[config.mk]
export PLATFORM = sky130hd
export DESIGN_NAME = mcu_bus_host
export DESIGN_NICKNAME = d
export VERILOG_FILES = /design/src/mcu_bus_host_pkg.sv /design/src/mcu_phase_timer.sv /design/src/mcu_bus_host.sv
export SDC_FILE = /design/constraint.sdc
export NUM_CORES = 1
export LEC_CHECK = 0
export BUFFER_PORTS_ARGS = -buffer_cell sky130_fd_sc_hd__buf_2
export CAP_MARGIN = 0
export CORE_MARGIN = 5
export CORE_UTILIZATION = 57
export CTS_CLUSTER_DIAMETER = 100
export DETAILED_ROUTE_END_ITERATION = 10
export PLACE_DENSITY = 0.85
export SYNTH_ARGS = -nofsm -noshare
export SYNTH_HDL_FRONTEND = slang
export SYNTH_SLANG_ARGS = --single-unit
[constraint.sdc]
create_clock -name mclk_in -period 10.8 [get_ports mclk_in]
set_clock_uncertainty 0.2 [all_clocks]
set_input_delay 2.7 -clock mclk_in [delete_from_list [all_inputs] [get_ports mclk_in]]
set_output_delay 2.7 -clock mclk_in [all_outputs]
set_load 0.02 [all_outputs]
[src/mcu_bus_host_pkg.sv]
// Function
// - Non-muxed 8-bit: address on sixteen pins, data byte on Port A.
// - Non-muxed 16-bit: low data on Port A, high data on Port B.
// - Address bits 16 to 18 on Port C, bit 19 on shared pin.
// - Other-line muxed hosts use non-muxed wiring, still give latch strobe.
package mcu_bus_host_pkg;
  // Bus modes
  localparam logic [1:0] MODE_MUX8   = 2'h0;
  localparam logic [1:0] MODE_MUX16  = 2'h1;
  localparam logic [1:0] MODE_NMUX8  = 2'h2;
  localparam logic [1:0] MODE_NMUX16 = 2'h3;
  // Register offsets of the host's own command port
  localparam logic [3:0] REG_CTRL    = 4'h0;
  localparam logic [3:0] REG_ADDR    = 4'h1;
  localparam logic [3:0] REG_WDATA   = 4'h2;
  localparam logic [3:0] REG_RDATA   = 4'h3;
  localparam logic [3:0] REG_STATUS  = 4'h4;
  localparam logic [3:0] REG_CMD     = 4'h5;
  // Control field positions
  localparam int CTRL_MODE_LSB = 0;
  localparam int CTRL_POL_BIT  = 2;
  localparam int CTRL_CHIPSEL_BIT = 3;
  localparam int CTRL_BYTEHI_BIT  = 4;
  localparam logic [31:0] CTRL_RESET = 32'h0000_0000;
  // Command bits
  localparam int CMD_WRITE_BIT = 0;
  localparam int CMD_READ_BIT  = 1;
  // Phase lengths in ns and derived cycles at 125 MHz
  localparam int CLK_PERIOD_PS  = 8000;
  localparam int ADDR_SETUP_NS  = 16;
  localparam int LATCH_NS       = 24;
  localparam int STROBE_NS      = 48;
  localparam int HOLD_NS        = 16;
  localparam int ADDR_SETUP_CYC = (ADDR_SETUP_NS * 1000 + CLK_PERIOD_PS - 1) / CLK_PERIOD_PS;
  localparam int LATCH_CYC      = (LATCH_NS * 1000 + CLK_PERIOD_PS - 1) / CLK_PERIOD_PS;
  localparam int STROBE_CYC     = (STROBE_NS * 1000 + CLK_PERIOD_PS - 1) / CLK_PERIOD_PS;
  localparam int HOLD_CYC       = (HOLD_NS * 1000 + CLK_PERIOD_PS - 1) / CLK_PERIOD_PS;
  localparam int CNT_W          = 4;
endpackage

[src/mcu_phase_timer.sv]
`timescale 1ns/1ps
// Down counter that pulses done after a loaded number of cycles
module mcu_phase_timer #(
  parameter int W = 4
) (
  // Clock and reset
  input  wire logic         mclk_in,
  input  wire logic         rst_in,
  // Control
  input  wire logic         load_in,
  input  wire logic [W-1:0] count_in,
  // Status
  output logic              done_out
);
  logic [W-1:0] cnt_reg;
  logic         run_reg;

  // Count down while running; load wins over an ongoing count
  always_ff @(posedge mclk_in or posedge rst_in) begin
    if (rst_in) begin
      cnt_reg <= '0;
      run_reg <= 1'b0;
    end else if (load_in) begin
      cnt_reg <= count_in;
      run_reg <= 1'b1;
    end else if (run_reg) begin
      cnt_reg <= cnt_reg - 1'b1;
      if (cnt_reg == W'(1)) begin
        run_reg <= 1'b0;
      end
    end
  end

  // Done ignores load: the sequencer reloads on done, a load term would close a loop
  assign done_out = run_reg && (cnt_reg == W'(1));
endmodule

[src/mcu_bus_host.sv]
// Decided for this implementation: the register addresses and the plain strobed port.
`timescale 1ns/1ps
// Host side bus master that drives the peripheral through its pins
module mcu_bus_host (
  // Clock and reset
  input  wire logic        mclk_in,
  input  wire logic        rst_in,
  // Command port
  input  wire logic [3:0]  addr_in,
  input  wire logic [31:0] wdata_in,
  input  wire logic        wr_in,
  input  wire logic        rd_in,
  output logic [31:0]      rdata_out,
  // Low address/data byte pins
  input  wire logic [7:0]  low_addr_data_byte_in,
  output logic [7:0]       low_addr_data_byte_out,
  output logic             low_addr_data_byte_oe_out,
  // High address/data byte pins
  input  wire logic [7:0]  high_addr_data_byte_in,
  output logic [7:0]       high_addr_data_byte_out,
  output logic             high_addr_data_byte_oe_out,
  // Port A data byte in non-muxed modes
  input  wire logic [7:0]  porta_data_in,
  output logic [7:0]       porta_data_out,
  output logic             porta_data_oe_out,
  // Port B upper data byte in non-muxed 16-bit mode
  input  wire logic [7:0]  portb_pins_in,
  output logic [7:0]       portb_pins_out,
  output logic             portb_pins_oe_out,
  // Upper address and control
  output logic [2:0]       portc_pins_out,
  output logic             addr19_or_chip_sel_in_out,
  output logic             addr_latch_strobe_out,
  output logic             byte_high_enable_n_out,
  output logic             read_n_out,
  output logic             write_n_out
);
  import mcu_bus_host_pkg::*;

  typedef enum {ST_IDLE, ST_SETUP, ST_LATCH, ST_GAP, ST_STROBE, ST_HOLD} state_t;

  state_t      state_reg, state_next;
  logic [31:0] ctrl_reg;
  logic [19:0] addr_reg;
  logic [15:0] wdata_reg;
  logic [15:0] rdata_reg;
  logic        is_read_reg;
  logic        busy;
  logic        done_reg;
  logic        tmr_load;
  logic [CNT_W-1:0] tmr_count;
  logic        tmr_done;

  // Decoded configuration
  wire [1:0] mode      = ctrl_reg[CTRL_MODE_LSB +: 2];
  wire       latch_pol = ctrl_reg[CTRL_POL_BIT];
  wire       cs_in_en  = ctrl_reg[CTRL_CHIPSEL_BIT];
  wire       upper_en  = ctrl_reg[CTRL_BYTEHI_BIT];
  wire       muxed     = (mode == MODE_MUX8) || (mode == MODE_MUX16);
  wire       wide      = (mode == MODE_MUX16) || (mode == MODE_NMUX16);
  wire       go_wr     = wr_in && (addr_in == REG_CMD) && wdata_in[CMD_WRITE_BIT] && !busy;
  wire       go_rd     = wr_in && (addr_in == REG_CMD) && wdata_in[CMD_READ_BIT] && !busy
                         && !wdata_in[CMD_WRITE_BIT];
  wire       in_strobe = (state_reg == ST_STROBE);
  wire       addr_ph   = (state_reg == ST_SETUP) || (state_reg == ST_LATCH);
  // Address stays out through the gap: the device latch closes on the strobe's
  // trailing edge and needs the address held past it
  wire       data_ph   = in_strobe || (state_reg == ST_HOLD);
  wire       host_wdrv = data_ph && !is_read_reg;

  assign busy = (state_reg != ST_IDLE);

  mcu_phase_timer #(.W(CNT_W)) u_timer (
    .mclk_in  (mclk_in),
    .rst_in   (rst_in),
    .load_in  (tmr_load),
    .count_in (tmr_count),
    .done_out (tmr_done)
  );

  // Bus cycle sequencer
  always_comb begin
    state_next = state_reg;
    tmr_load   = 1'b0;
    tmr_count  = CNT_W'(ADDR_SETUP_CYC);
    case (state_reg)
      ST_IDLE: begin
        if (go_wr || go_rd) begin
          state_next = ST_SETUP;
          tmr_load   = 1'b1;
        end
      end
      ST_SETUP: begin
        if (tmr_done) begin
          state_next = ST_LATCH;
          tmr_load   = 1'b1;
          tmr_count  = CNT_W'(LATCH_CYC);
        end
      end
      ST_LATCH: begin
        if (tmr_done) begin
          state_next = ST_GAP;
        end
      end
      ST_GAP: begin
        state_next = ST_STROBE;
        tmr_load   = 1'b1;
        tmr_count  = CNT_W'(STROBE_CYC);
      end
      ST_STROBE: begin
        if (tmr_done) begin
          state_next = ST_HOLD;
          tmr_load   = 1'b1;
          tmr_count  = CNT_W'(HOLD_CYC);
        end
      end
      ST_HOLD: begin
        if (tmr_done) begin
          state_next = ST_IDLE;
        end
      end
      default: state_next = ST_IDLE;
    endcase
  end

  // State and command registers
  always_ff @(posedge mclk_in or posedge rst_in) begin
    if (rst_in) begin
      state_reg   <= ST_IDLE;
      ctrl_reg    <= CTRL_RESET;
      addr_reg    <= '0;
      wdata_reg   <= '0;
      is_read_reg <= 1'b0;
    end else begin
      state_reg <= state_next;
      // Config changes mid-cycle would corrupt pin roles, so ignore them
      if (wr_in && !busy && addr_in == REG_CTRL) ctrl_reg <= wdata_in;
      if (wr_in && !busy && addr_in == REG_ADDR) addr_reg <= wdata_in[19:0];
      if (wr_in && !busy && addr_in == REG_WDATA) wdata_reg <= wdata_in[15:0];
      if (go_wr || go_rd) is_read_reg <= go_rd;
    end
  end

  // Sample device data at the end of the read strobe
  always_ff @(posedge mclk_in or posedge rst_in) begin
    if (rst_in) begin
      rdata_reg <= '0;
      done_reg  <= 1'b0;
    end else begin
      if (in_strobe && tmr_done && is_read_reg) begin
        if (muxed) begin
          rdata_reg[7:0]  <= low_addr_data_byte_in;
          rdata_reg[15:8] <= wide ? high_addr_data_byte_in : 8'h00;
        end else begin
          rdata_reg[7:0]  <= porta_data_in;
          rdata_reg[15:8] <= wide ? portb_pins_in : 8'h00;
        end
      end
      if (go_wr || go_rd) begin
        done_reg <= 1'b0;
      end else if (state_reg == ST_HOLD && tmr_done) begin
        done_reg <= 1'b1;
      end
    end
  end

  // Register read mux, answered one cycle later
  always_ff @(posedge mclk_in or posedge rst_in) begin
    if (rst_in) begin
      rdata_out <= '0;
    end else if (rd_in) begin
      case (addr_in)
        REG_CTRL:   rdata_out <= ctrl_reg;
        REG_ADDR:   rdata_out <= {12'h000, addr_reg};
        REG_WDATA:  rdata_out <= {16'h0000, wdata_reg};
        REG_RDATA:  rdata_out <= {16'h0000, rdata_reg};
        REG_STATUS: rdata_out <= {30'h0, done_reg, busy};
        default:    rdata_out <= 32'h0000_0000;
      endcase
    end else begin
      rdata_out <= 32'h0000_0000;
    end
  end

  // Address and data pins: muxed puts address first, data after
  always_comb begin
    low_addr_data_byte_out     = addr_reg[7:0];
    low_addr_data_byte_oe_out  = busy && !(muxed && data_ph && is_read_reg);
    high_addr_data_byte_out    = addr_reg[15:8];
    high_addr_data_byte_oe_out = busy && !(mode == MODE_MUX16 && data_ph && is_read_reg);
    if (muxed && data_ph) begin
      low_addr_data_byte_out = wdata_reg[7:0];
      if (mode == MODE_MUX16) begin
        high_addr_data_byte_out = wdata_reg[15:8];
      end
    end
  end

  // Data ports in non-muxed wiring
  assign porta_data_out    = wdata_reg[7:0];
  assign porta_data_oe_out = host_wdrv && !muxed;
  assign portb_pins_out    = wdata_reg[15:8];
  assign portb_pins_oe_out = host_wdrv && (mode == MODE_NMUX16);

  // Upper address and strobes
  assign portc_pins_out = addr_reg[18:16];
  // With chip select use, high between cycles powers the device down
  assign addr19_or_chip_sel_in_out = cs_in_en ? !busy : addr_reg[19];
  // Latch strobe in every mode, also for non-muxed wiring
  assign addr_latch_strobe_out = latch_pol ^ !(state_reg == ST_LATCH);
  assign byte_high_enable_n_out = !(busy && wide && upper_en);
  assign read_n_out  = !(in_strobe && is_read_reg);
  assign write_n_out = !(in_strobe && !is_read_reg);

  // Address must not move while latch strobe is active
  chk_addr_stable: assert property (@(posedge mclk_in) disable iff (rst_in)
    (state_reg == ST_LATCH) |-> $stable(addr_reg))
    else $error("address moved during latch");
  // No host drive of the low address/data pins during a muxed read strobe
  chk_no_contention: assert property (@(posedge mclk_in) disable iff (rst_in)
    (!read_n_out && muxed) |-> !low_addr_data_byte_oe_out)
    else $error("host drives pins during read");
  // Strobe never active during address phase
  chk_strobe_phase: assert property (@(posedge mclk_in) disable iff (rst_in)
    addr_ph |-> (read_n_out && write_n_out))
    else $error("strobe during address phase");
  // Port B drives only in a data phase or a non-muxed 16-bit write strobe
  chk_portb_role: assert property (@(posedge mclk_in) disable iff (rst_in)
    portb_pins_oe_out |-> (mode == MODE_NMUX16 && !write_n_out || data_ph))
    else $error("port b driven outside mode");
  // A started cycle finishes within a bounded time
  chk_cycle_ends: assert property (@(posedge mclk_in) disable iff (rst_in)
    $rose(busy) |-> ##[4:30] !busy)
    else $error("bus cycle did not finish");
  // Non-muxed: low byte pins keep the address
  chk_nmux_addr: assert property (@(posedge mclk_in) disable iff (rst_in)
    (busy && !muxed) |-> (low_addr_data_byte_out == addr_reg[7:0]))
    else $error("low byte not address");
  // Chip select input follows idle state when enabled
  chk_csi_idle: assert property (@(posedge mclk_in) disable iff (rst_in)
    (cs_in_en && !busy) |-> addr19_or_chip_sel_in_out)
    else $error("chip select not high at idle");
  // Write strobe lasts the programmed count
  chk_wr_width: assert property (@(posedge mclk_in) disable iff (rst_in)
    $fell(write_n_out) |-> !write_n_out [*6] ##1 write_n_out)
    else $error("write strobe width wrong");
endmodule

==> results of run 1 <==
kinds of logic (layout without fill, tap and decap cells):
kind of cell,count (synthesis),in the layout
compound gates,74,74
flops,126,126
simple gates,91,91
mux,102,102
buf+inv,45,193
xor+xnor,4,4
fa+ha+maj,2,2
placed cells by master (no fill, tap or decap), drive strengths merged, types with 3 or more instances in the layout:
cell type,count
buf,150
dfrtp,126
mux2,93
a21oi,31
clkbuf,23
nand2,19
nor2,18
o21ai,17
a222oi,15
and3,13
inv,13
nand3,11
mux2i,9
nand2b,6
a22oi,6
nor3,5
clkinv,4
and2,3
nor4,3
worst reg2reg max path: cells and delay by family (launching register included):
| family | cells | cell delay, ns |
|---|---|---|
| DFF | 1 | 0.52 |
| muxes | 1 | 0.63 |
| and+or+nand+nor | 2 | 1.41 |
final timing paths:
check,slack [ns],from,to,depth (start not counted)
setup / recovery,4.81,ctrl_reg[1],high_addr_data_byte_out[4],4
hold / removal,0.30,ctrl_reg[14],ctrl_reg[14],1
setup reg to reg,7.92,state_reg[2],addr_reg[4],3
hold reg to reg,0.30,ctrl_reg[14],ctrl_reg[14],1
max in group asynchronous,6.96,rst_in,wdata_reg[6],3
min in group asynchronous,2.11,rst_in,rdata_out[28],2
final cells by class:
| class | count | area, um^2 |
|---|---|---|
| flip-flops and latches | 126 | 3150 |
| multi-input cells | 273 | 2290 |
| repair buffers | 150 | 758 |
| clock buffers | 23 | 467 |
| clock inverters | 7 | 87.6 |
| well taps | 133 | 166 |
| fillers | 651 | 2710 |
| inverters | 13 | 51.3 |
per-stage QoR:
| stage | std cells | hold slack, ns | utilization, % |
|---|---|---|---|
| 6_report | 725 | 0.298 | 72.0 |
| 5_1_grt | 725 | 0.319 | 72.0 |
| 4_1_cts | 725 | 0.299 | 72.0 |
| 3_5_place_dp | 695 | 0.284 | 66.3 |
| 3_3_place_gp | 695 | 0.274 | 66.3 |
| 2_1_floorplan | 444 | 0.263 | - |
cell usage after synthesis (2+ instances only):
cell type  instances  area (um^2)
dfrtp_1          126         3150
mux2_2            81          912
a21oi_1           31          155
nand2_1           19         71.3
nor2_1            17         63.8
o21ai_0           17         85.1
a222oi_1          15          150
clkbuf_1          15         56.3
and3_1            13         81.3
inv_1             13         48.8
buf_2             11         55.1
mux2_4            10          150
nand3_1           10         50.1
mux2i_1            9         90.1
a22oi_1            6         45.0
nand2b_1           6         37.5
buf_4              4         30.0
and2_1             3         18.8
nor3_1             3         15.0
a211oi_1           2         15.0
buf_6              2         22.5
ha_1               2         25.0
mux2_1             2         22.5
nand3b_1           2         15.0
nor2b_1            2         12.5
nor3b_1            2         15.0
nor4_4             2         42.5
xnor2_1            2         17.5
xor2_1             2         17.5
layer usage:
metal	vias to the layer above	GRT usage [%]	part of all wire, %
li1	1878	-	-
met1	2103	31.9	40
met5	-	0	0
met3	18	6.75	7.9
met2	211	40.5	51
met4	0	8.64	1.3
where the power goes:
part | switching (mW) | internal [mW] | total, mW
sequential | 0.158 | 0.630 | 0.788
clock | 0.193 | 0.342 | 0.535
combinational | 0.303 | 0.284 | 0.586
total | 0.654 | 1.26 | 1.91
==> impl_metrics.csv, run 1 <==
group,metric,value,unit
critical_path,critPathTopFamily,"simple AND/OR/NAND/NOR gates",
clock_network,holdBufCountCts,0,
synth,ys_ff_latch,126,
critical_path,worstPathRequired,7.90,ns
floorplan,rows,36,
final_layout,diodes,0,
sta,fmax,167,MHz
synth,synth-compound-area-share,8.44,%
sta,setup_viol,0,
clock_network,cts-root-buf,"clkbuf_8",
pwr,power.total,1.91,mW
pwr,p_per_area,274,mW/mm^2
clock_network,cts_made_buffers,17,
flow_run,drv_cap,0,
floorplan,dieArea,0.0120,mm^2
route,vias_per_cell,5.81,
clock_network,htreeDepth,4,
clock_network,clk_latency,0.52,ns
route,num_vias,4210,
sta,max_slew_margin,21.6,%
floorplan,die_w,109,um
critical_path,worstPathArrival,3.09,ns
route,totalWireLength,14300,um
sta,hold_viol_final,0,
global_routing,grt_usage,24.7,%
synth,yosysSeqAreaShare,56.0,%
clock_network,path_clk_slew,0.06,ns
critical_path,crit_buf_inv,1,
floorplan,fp.coreArea,0.00968,mm^2
clock_network,cts_sinks,126,
route,wl_per_cell,19.7,um
worst_hold_path,hold_class,"flop to flop",
global_routing,overflow,0,
critical_path,crit_path_max_incr_delay,0.77,ns
synth,synthCells,444,
synth,muxShareOfSynthArea,20.9,%
sta,layout_worst_path_cycle_share,55.5,%
route,ant_nets,0,
synth,yosysWarnings,0,
synth,synth_nets,518,
critical_path,worstPathMaxFanout,20,
clock_network,post_cts_buffers,0,
pwr,leakagePower,3.51,nW
placed_design,gp_congestion,0.887,
final_layout,final_cell_area,0.00697,mm^2
sta,tightestPinTransition,1.17,ns
critical_path,critPathLaunchType,"flop",
synth,synth_edf_count,0,
placed_design,place_area,0.00642,mm^2
critical_path,crit_path_end_kind,"primary output",
critical_path,critical_path_class,"flop to primary output",
synth,synth_cell_type_count,44,
synth,synth_top_family_by_area,"multiplexers",
placed_design,port_buffers,147,
route,route.detailed.drc,0,
sta,slew_violations,0,
floorplan,io_pins,148,
sta,rsz0062_at_grt,"false",
route,drt-initial-drc-count,346,
synth,async_flop_share,100,%
global_routing,grt_max_degree,66,
critical_path,cp_slowest_cell,"dfrtp_1",
clock_network,post_cts_resized,0,
synth,avgSynthCellArea,12.7,um^2
sta,setup_tns,0,ns
global_routing,antenna_found_initial,0,
critical_path,worstPathCellList,"nor2_2, and2_1, mux2_2, buf_2",
global_routing,grt_pass1_wl,22600,um
final_layout,syn2layout_area_growth,23.7,%
synth,synth-main-ff-cell,"dfrtp_1",
placed_design,dpl.hpwl,9430,um
route,drtPass1Iterations,7,
synth,synth-xor-area-share,0.622,%
global_routing,grt_pass1_vias,4500,
clock_network,clk_path_buf_depth,2,
synth,synth_area,0.00563,mm^2
sta,fin_ws,4.81,ns
floorplan,initial_core_util,58.2,%
status,status,"completed",
synth,synthSimpleGateAreaFrac,9.88,%
placed_design,dp_slack,5.36,ns
floorplan,die_h,109,um
pwr,irDropWorstVdd,0.135,mV
synth,synthAdderAreaFrac,0.444,%
sta,fin_crit,5.99,ns
final_layout,drive_above_1_share,47.5,%
clock_network,cts_tree,"done",
final_layout,nets,655,
Power figures use the tool's default switching activity.
==> run 2, diff against run 1 <==
ABC_AREA = 1   (was not set)
CORE_UTILIZATION = 48   (was 57)
PLACE_DENSITY = 0.76   (was 0.85)
clock period = 4.8 ns   (was 10.8 ns; I/O delays follow)
==> run 2 against run 1 <==
Die area rose by 21%. Sequential cell count is the same. Combinational power grew 56%. Synthesized area increased by 4.0%. Critical endpoint is now high_addr_data_byte_out[3]. Sequential share of layout area down 1.4 points. First-iteration DRC count up 8.1%. Synthesized cell count grew 60%. Largest cell class unchanged. Core utilization shrank 12 points. Final cell count up 38%. Sequential power grew 81%. Critical path type unchanged.
==> impl_metrics.csv, run 2 <==
group,metric,value,unit
status,status,"completed",
floorplan,initial_core_util,49.0,%
sta,fmax,258,MHz
synth,yosys-top-cells-count,"nand2_1, dfrtp_1, o21ai_0",
clock_network,clk_path_buf_depth,2,
floorplan,io_pins,148,
route,totalWireLength,15700,um
clock_network,path_clk_slew,0.05,ns
global_routing,grt_pass1_wl,25300,um
worst_hold_path,hold_class,"flop to flop",
sta,tightestPinTransition,0.784,ns
synth,synthCells,711,
synth,synth_cell_type_count,28,
critical_path,crit_buf_inv,3,
synth,synth_nets,785,
critical_path,critPathLaunchType,"flop",
placed_design,dpl.hpwl,10700,um
synth,synth_top_area_share,53.8,%
sta,rsz0062_at_grt,"false",
route,num_vias,5165,
global_routing,grt_usage,22.2,%
final_layout,nFillCells,1057,
critical_path,worstPathMaxFanout,20,
synth,yosysWarnings,0,
worst_hold_path,hold_path_startpoint,"ctrl_reg[31]",
synth,avgSynthCellArea,8.24,um^2
final_layout,final_cell_mix,"nand2_1, buf_2, dfrtp_1",
route,route.detailed.drc,0,
final_layout,layout_commonest_cell,"nand2_1",
clock_network,cts_sinks,126,
flow_run,drv_cap,0,
pwr,leakagePower,3.74,nW
global_routing,antenna_found_initial,1,
final_layout,syn2layout_area_growth,22.9,%
global_routing,overflow,0,
route,wl_per_cell,15.6,um
floorplan,die_w,120,um
placed_design,gp_congestion,0.866,
floorplan,dieArea,0.0145,mm^2
pwr,p_per_area,508,mW/mm^2
sta,setup_tns,0,ns
global_routing,grt_max_degree,68,
critical_path,crit_path_max_incr_delay,0.75,ns
synth,synth-main-ff-cell,"dfrtp_1",
floorplan,die_h,120,um
clock_network,post_cts_buffers,0,
clock_network,cts_tree,"done",
synth,synth_area_leaders,"dfrtp_1, nand2_1, o21ai_0",
critical_path,critical_path_class,"flop to primary output",
route,drtPass1Iterations,5,
final_layout,multiInputGateArea,0.00224,mm^2
sta,setup_viol,0,
clock_network,holdBufCountCts,0,
route,drt-initial-drc-count,374,
synth,async_flop_share,100,%
clock_network,clk_latency,0.41,ns
critical_path,crit_path_end_kind,"primary output",
route,ant_nets,0,
sta,fin_crit,3.88,ns
placed_design,place_area,0.00660,mm^2
sta,slew_violations,0,
clock_network,post_cts_resized,0,
critical_path,worstPathArrival,2.48,ns
clock_network,cts_made_buffers,17,
clock_network,cts-root-buf,"clkbuf_16",
critical_path,worstPathCellList,"inv_1, nand2_1, inv_1, nand2_2, nand2_1, o21ai_0, buf_2",
synth,synth_top_area_cell,"dfrtp_1",
global_routing,grt_pass1_vias,4994,
pwr,irDropWorstVdd,0.277,mV
critical_path,worstPathRequired,3.40,ns
critical_path,critPathTopFamily,"flip-flops",
final_layout,drive_above_1_share,22.9,%
placed_design,port_buffers,147,
clock_network,htreeDepth,4,
synth,ys_ff_latch,126,
route,vias_per_cell,5.14,
synth,synth.most_common_cell,"nand2_1",
synth,synth_area,0.00586,mm^2
floorplan,rows,40,
final_layout,nets,919,
sta,hold_viol_final,0,
critical_path,cp_slowest_cell,"dfrtp_1",
final_layout,final_cell_area,0.00720,mm^2
final_layout,diodes,0,
final_layout,seq_area,0.00315,mm^2
synth,synth_edf_count,0,
floorplan,fp.coreArea,0.0120,mm^2
critical_path,cp-startpoint,"ctrl_reg[1]",
sta,max_slew_margin,47.6,%
synth,yosysSeqAreaShare,53.8,%
critical_path,reg2reg_from,"ctrl_reg[1]",
sta,layout_worst_path_cycle_share,80.9,%
==> run 2: layout make-up <==
class | count | area share (%)
clock buffers | 26 | 6.94
clock inverters | 5 | 1.44
inverters | 67 | 3.60
multi-input cells | 484 | 31.1
repair buffers | 149 | 10.6
flip-flops and latches | 126 | 43.8
well taps | 147 | 2.56
==> run 2: per-stage QoR <==
stage,hold WS (ns),power [mW],util [%],setup WS (ns),cells
after floorplan,0.252,2.05,-,0.0441,711
after global placement,0.268,2.33,55.1,1.39,973
after detailed placement,0.271,2.36,55.1,1.32,973
after CTS,0.284,3.68,60.2,0.881,1004
after global routing,0.312,3.86,60.2,0.654,1004
final,0.288,3.66,60.2,0.919,1004
==> run 2: routing by layer <==
metal / up-vias / share of wire [%] / global-route usage [%]
li1: 2513 / - / -
met4: 2 / 2.9 / 9.35
met2: 202 / 46 / 34.4
met3: 38 / 7.5 / 5.05
met1: 2410 / 44 / 30.3
met5: - / 0.045 / 0
==> run 2: cell families after synthesis <==
group | synth area share [%]
xor gates and xnor gates | 0.598
AOI/OAI and AO/OA | 13.3
DFF | 53.8
adders and majority gates | 0.427
buffers and inverters | 7.97
and+or+nand+nor | 23.9
==> run 2: tightest hold or removal path, delay by kind of cell (launching register included) <==
family / cells / cell delay (ns)
DFF: 1 / 0.32
buffers and inverters: 1 / 0.05
and+or+nand+nor: 1 / 0.09
==> run 2: path summary, 6_finish.rpt <==
kind                                               to  slack, ns  cells after the start
max                        high_addr_data_byte_out[3]       0.92                      7
min                                     rdata_out[31]       0.29                      2
max reg2reg                             rdata_reg[14]       2.57                      5
min reg2reg                             rdata_out[31]       0.29                      2
max in group asynchronous               wdata_reg[14]       2.87                      3
min in group asynchronous          u_timer.cnt_reg[1]       0.73                      2
==> run 2: power by group <==
| group | leakage, nW | total [mW] | switching [mW] | internal (mW) |
|---|---|---|---|---|
| logic | 1.98 | 0.913 | 0.612 | 0.301 |
| registers | 1.46 | 1.43 | 0.150 | 1.28 |
| clock network | 0.295 | 1.31 | 0.443 | 0.870 |
| total | 3.74 | 3.66 | 1.20 | 2.45 |
==> run 3, diff against run 2 <==
clock period = 3.5 ns   (was 4.8 ns; I/O delays follow)
==> run 3 against run 2 <==
Sequential share of layout area shrank 0.36 points. Non-clock buffer count grew 6. Worst setup slack lost 0.62 ns. Via count grew 0.91%. Routed wire length shrank 0.57%. Largest power group unchanged.
==> impl_metrics.csv, run 3 (synthesis results as in run 2) <==
group,metric,value,unit
route,totalWireLength,15600,um
clock_network,cts_made_buffers,17,
clock_network,holdBufCountCts,0,
critical_path,crit_path_end_kind,"primary output",
floorplan,die_w,120,um
global_routing,grt_pass1_vias,4926,
pwr,power.total,4.99,mW
flow_run,drv_cap,0,
sta,slew_violations,0,
critical_path,critPathLaunchType,"flop",
final_layout,nFillCells,1081,
critical_path,critical_path_class,"flop to primary output",
clock_network,post_cts_resized,0,
global_routing,grt_max_degree,47,
status,status,"completed",
global_routing,overflow,0,
worst_hold_path,hold_class,"flop to flop",
sta,fin_crit,3.20,ns
pwr,irDropWorstVdd,0.351,mV
final_layout,layout_commonest_cell,"nand2_1",
sta,hold_ws,0.288,ns
placed_design,gp_congestion,0.891,
final_layout,final_cell_area,0.00726,mm^2
clock_network,clk_latency,0.41,ns
final_layout,seq_area,0.00315,mm^2
floorplan,io_pins,148,
floorplan,dieArea,0.0145,mm^2
final_layout,nets,925,
final_layout,multiInputGateArea,0.00224,mm^2
pwr,leakagePower,3.76,nW
placed_design,port_buffers,147,
floorplan,fp.coreArea,0.0120,mm^2
clock_network,htreeDepth,4,
route,route.detailed.drc,0,
route,drtPass1Iterations,5,
final_layout,syn2layout_area_growth,24.0,%
critical_path,worstPathRequired,2.42,ns
clock_network,cts_sinks,126,
sta,tightestPinTransition,0.780,ns
sta,fmax,313,MHz
floorplan,initial_core_util,49.0,%
route,num_vias,5212,
sta,setup_tns,0,ns
placed_design,place_area,0.00665,mm^2
route,ant_nets,0,
placed_design,dpl.hpwl,10800,um
global_routing,grt_pass1_wl,24900,um
final_layout,drive_above_1_share,24.1,%
route,wl_per_cell,15.4,um
floorplan,rows,40,
route,vias_per_cell,5.15,
critical_path,worstPathMaxFanout,17,
clock_network,cts-root-buf,"clkbuf_16",
route,drt-initial-drc-count,388,
sta,rsz0062_at_grt,"false",
clock_network,post_cts_buffers,0,
global_routing,grt_usage,22.0,%
sta,max_slew_margin,47.9,%
sta,hold_viol_final,0,
clock_network,clk_path_buf_depth,2,
floorplan,die_h,120,um
sta,setup_viol,0,
final_layout,final_cell_mix,"nand2_1, buf_2, dfrtp_1",
clock_network,cts_tree,"done",
critical_path,worstPathArrival,2.12,ns
clock_network,path_clk_slew,0.06,ns
pwr,p_per_area,687,mW/mm^2
global_routing,antenna_found_initial,1,
sta,layout_worst_path_cycle_share,91.4,%
## run 3: worst paths after layout
path	from	to	slack (ns)	cells after the start
worst max register to register	state_reg[2]	wdata_reg[2]	1.30	6
max in group asynchronous	rst_in	wdata_reg[14]	2.01	3
min in group asynchronous	rst_in	state_reg[1]	0.36	2
worst min register to register	ctrl_reg[20]	rdata_out[20]	0.29	2
worst min-delay path	ctrl_reg[20]	rdata_out[20]	0.29	2
worst max-delay path	ctrl_reg[1]	high_addr_data_byte_out[1]	0.30	6
## run 3: power breakdown
part           internal (mW)  switching (mW)  total (mW)
Sequential              1.76           0.183        1.94
Clock                   1.11           0.656        1.76
Combinational          0.421           0.861        1.28
Total                   3.29            1.70        4.99
## run 3: layout make-up
class / instances / area share, %
Timing Repair Buffer: 155 / 11.3
Clock buffer: 20 / 6.43
Tap cell: 147 / 2.53
Multi-Input combinational cell: 484 / 30.8
Inverter: 67 / 3.59
Antenna cell: 1 / 0.0345
Clock inverter: 12 / 1.86
Sequential cell: 126 / 43.4
## run 3: stage by stage
stage / worst slack, ns / cells / util [%]
after global routing: 0.122 / 1012 / 60.7
after global placement: 0.844 / 979 / 55.6
after floorplan: 0.872 / 711 / -
after detailed placement: 0.750 / 979 / 55.6
after CTS: 0.293 / 1011 / 60.7
final: 0.301 / 1012 / 60.7
## run 3: per-layer routing
layer,up-vias,part of all wire [%],track usage (%)
li1,2529,-,-
met1,2448,43,29.5
met2,204,46,34.2
met3,31,8.2,5.85
met4,0,2.2,8.14
met5,-,0,2.57
## run 3: worst max-delay path, cell delays in order, from the launching register on
cell and delay [ns]:
dfrtp_1 0.37, inv_1 0.25, nand2_1 0.08, inv_1 0.22, nand2_2 0.29, o21ai_0 0.29, buf_2 0.21
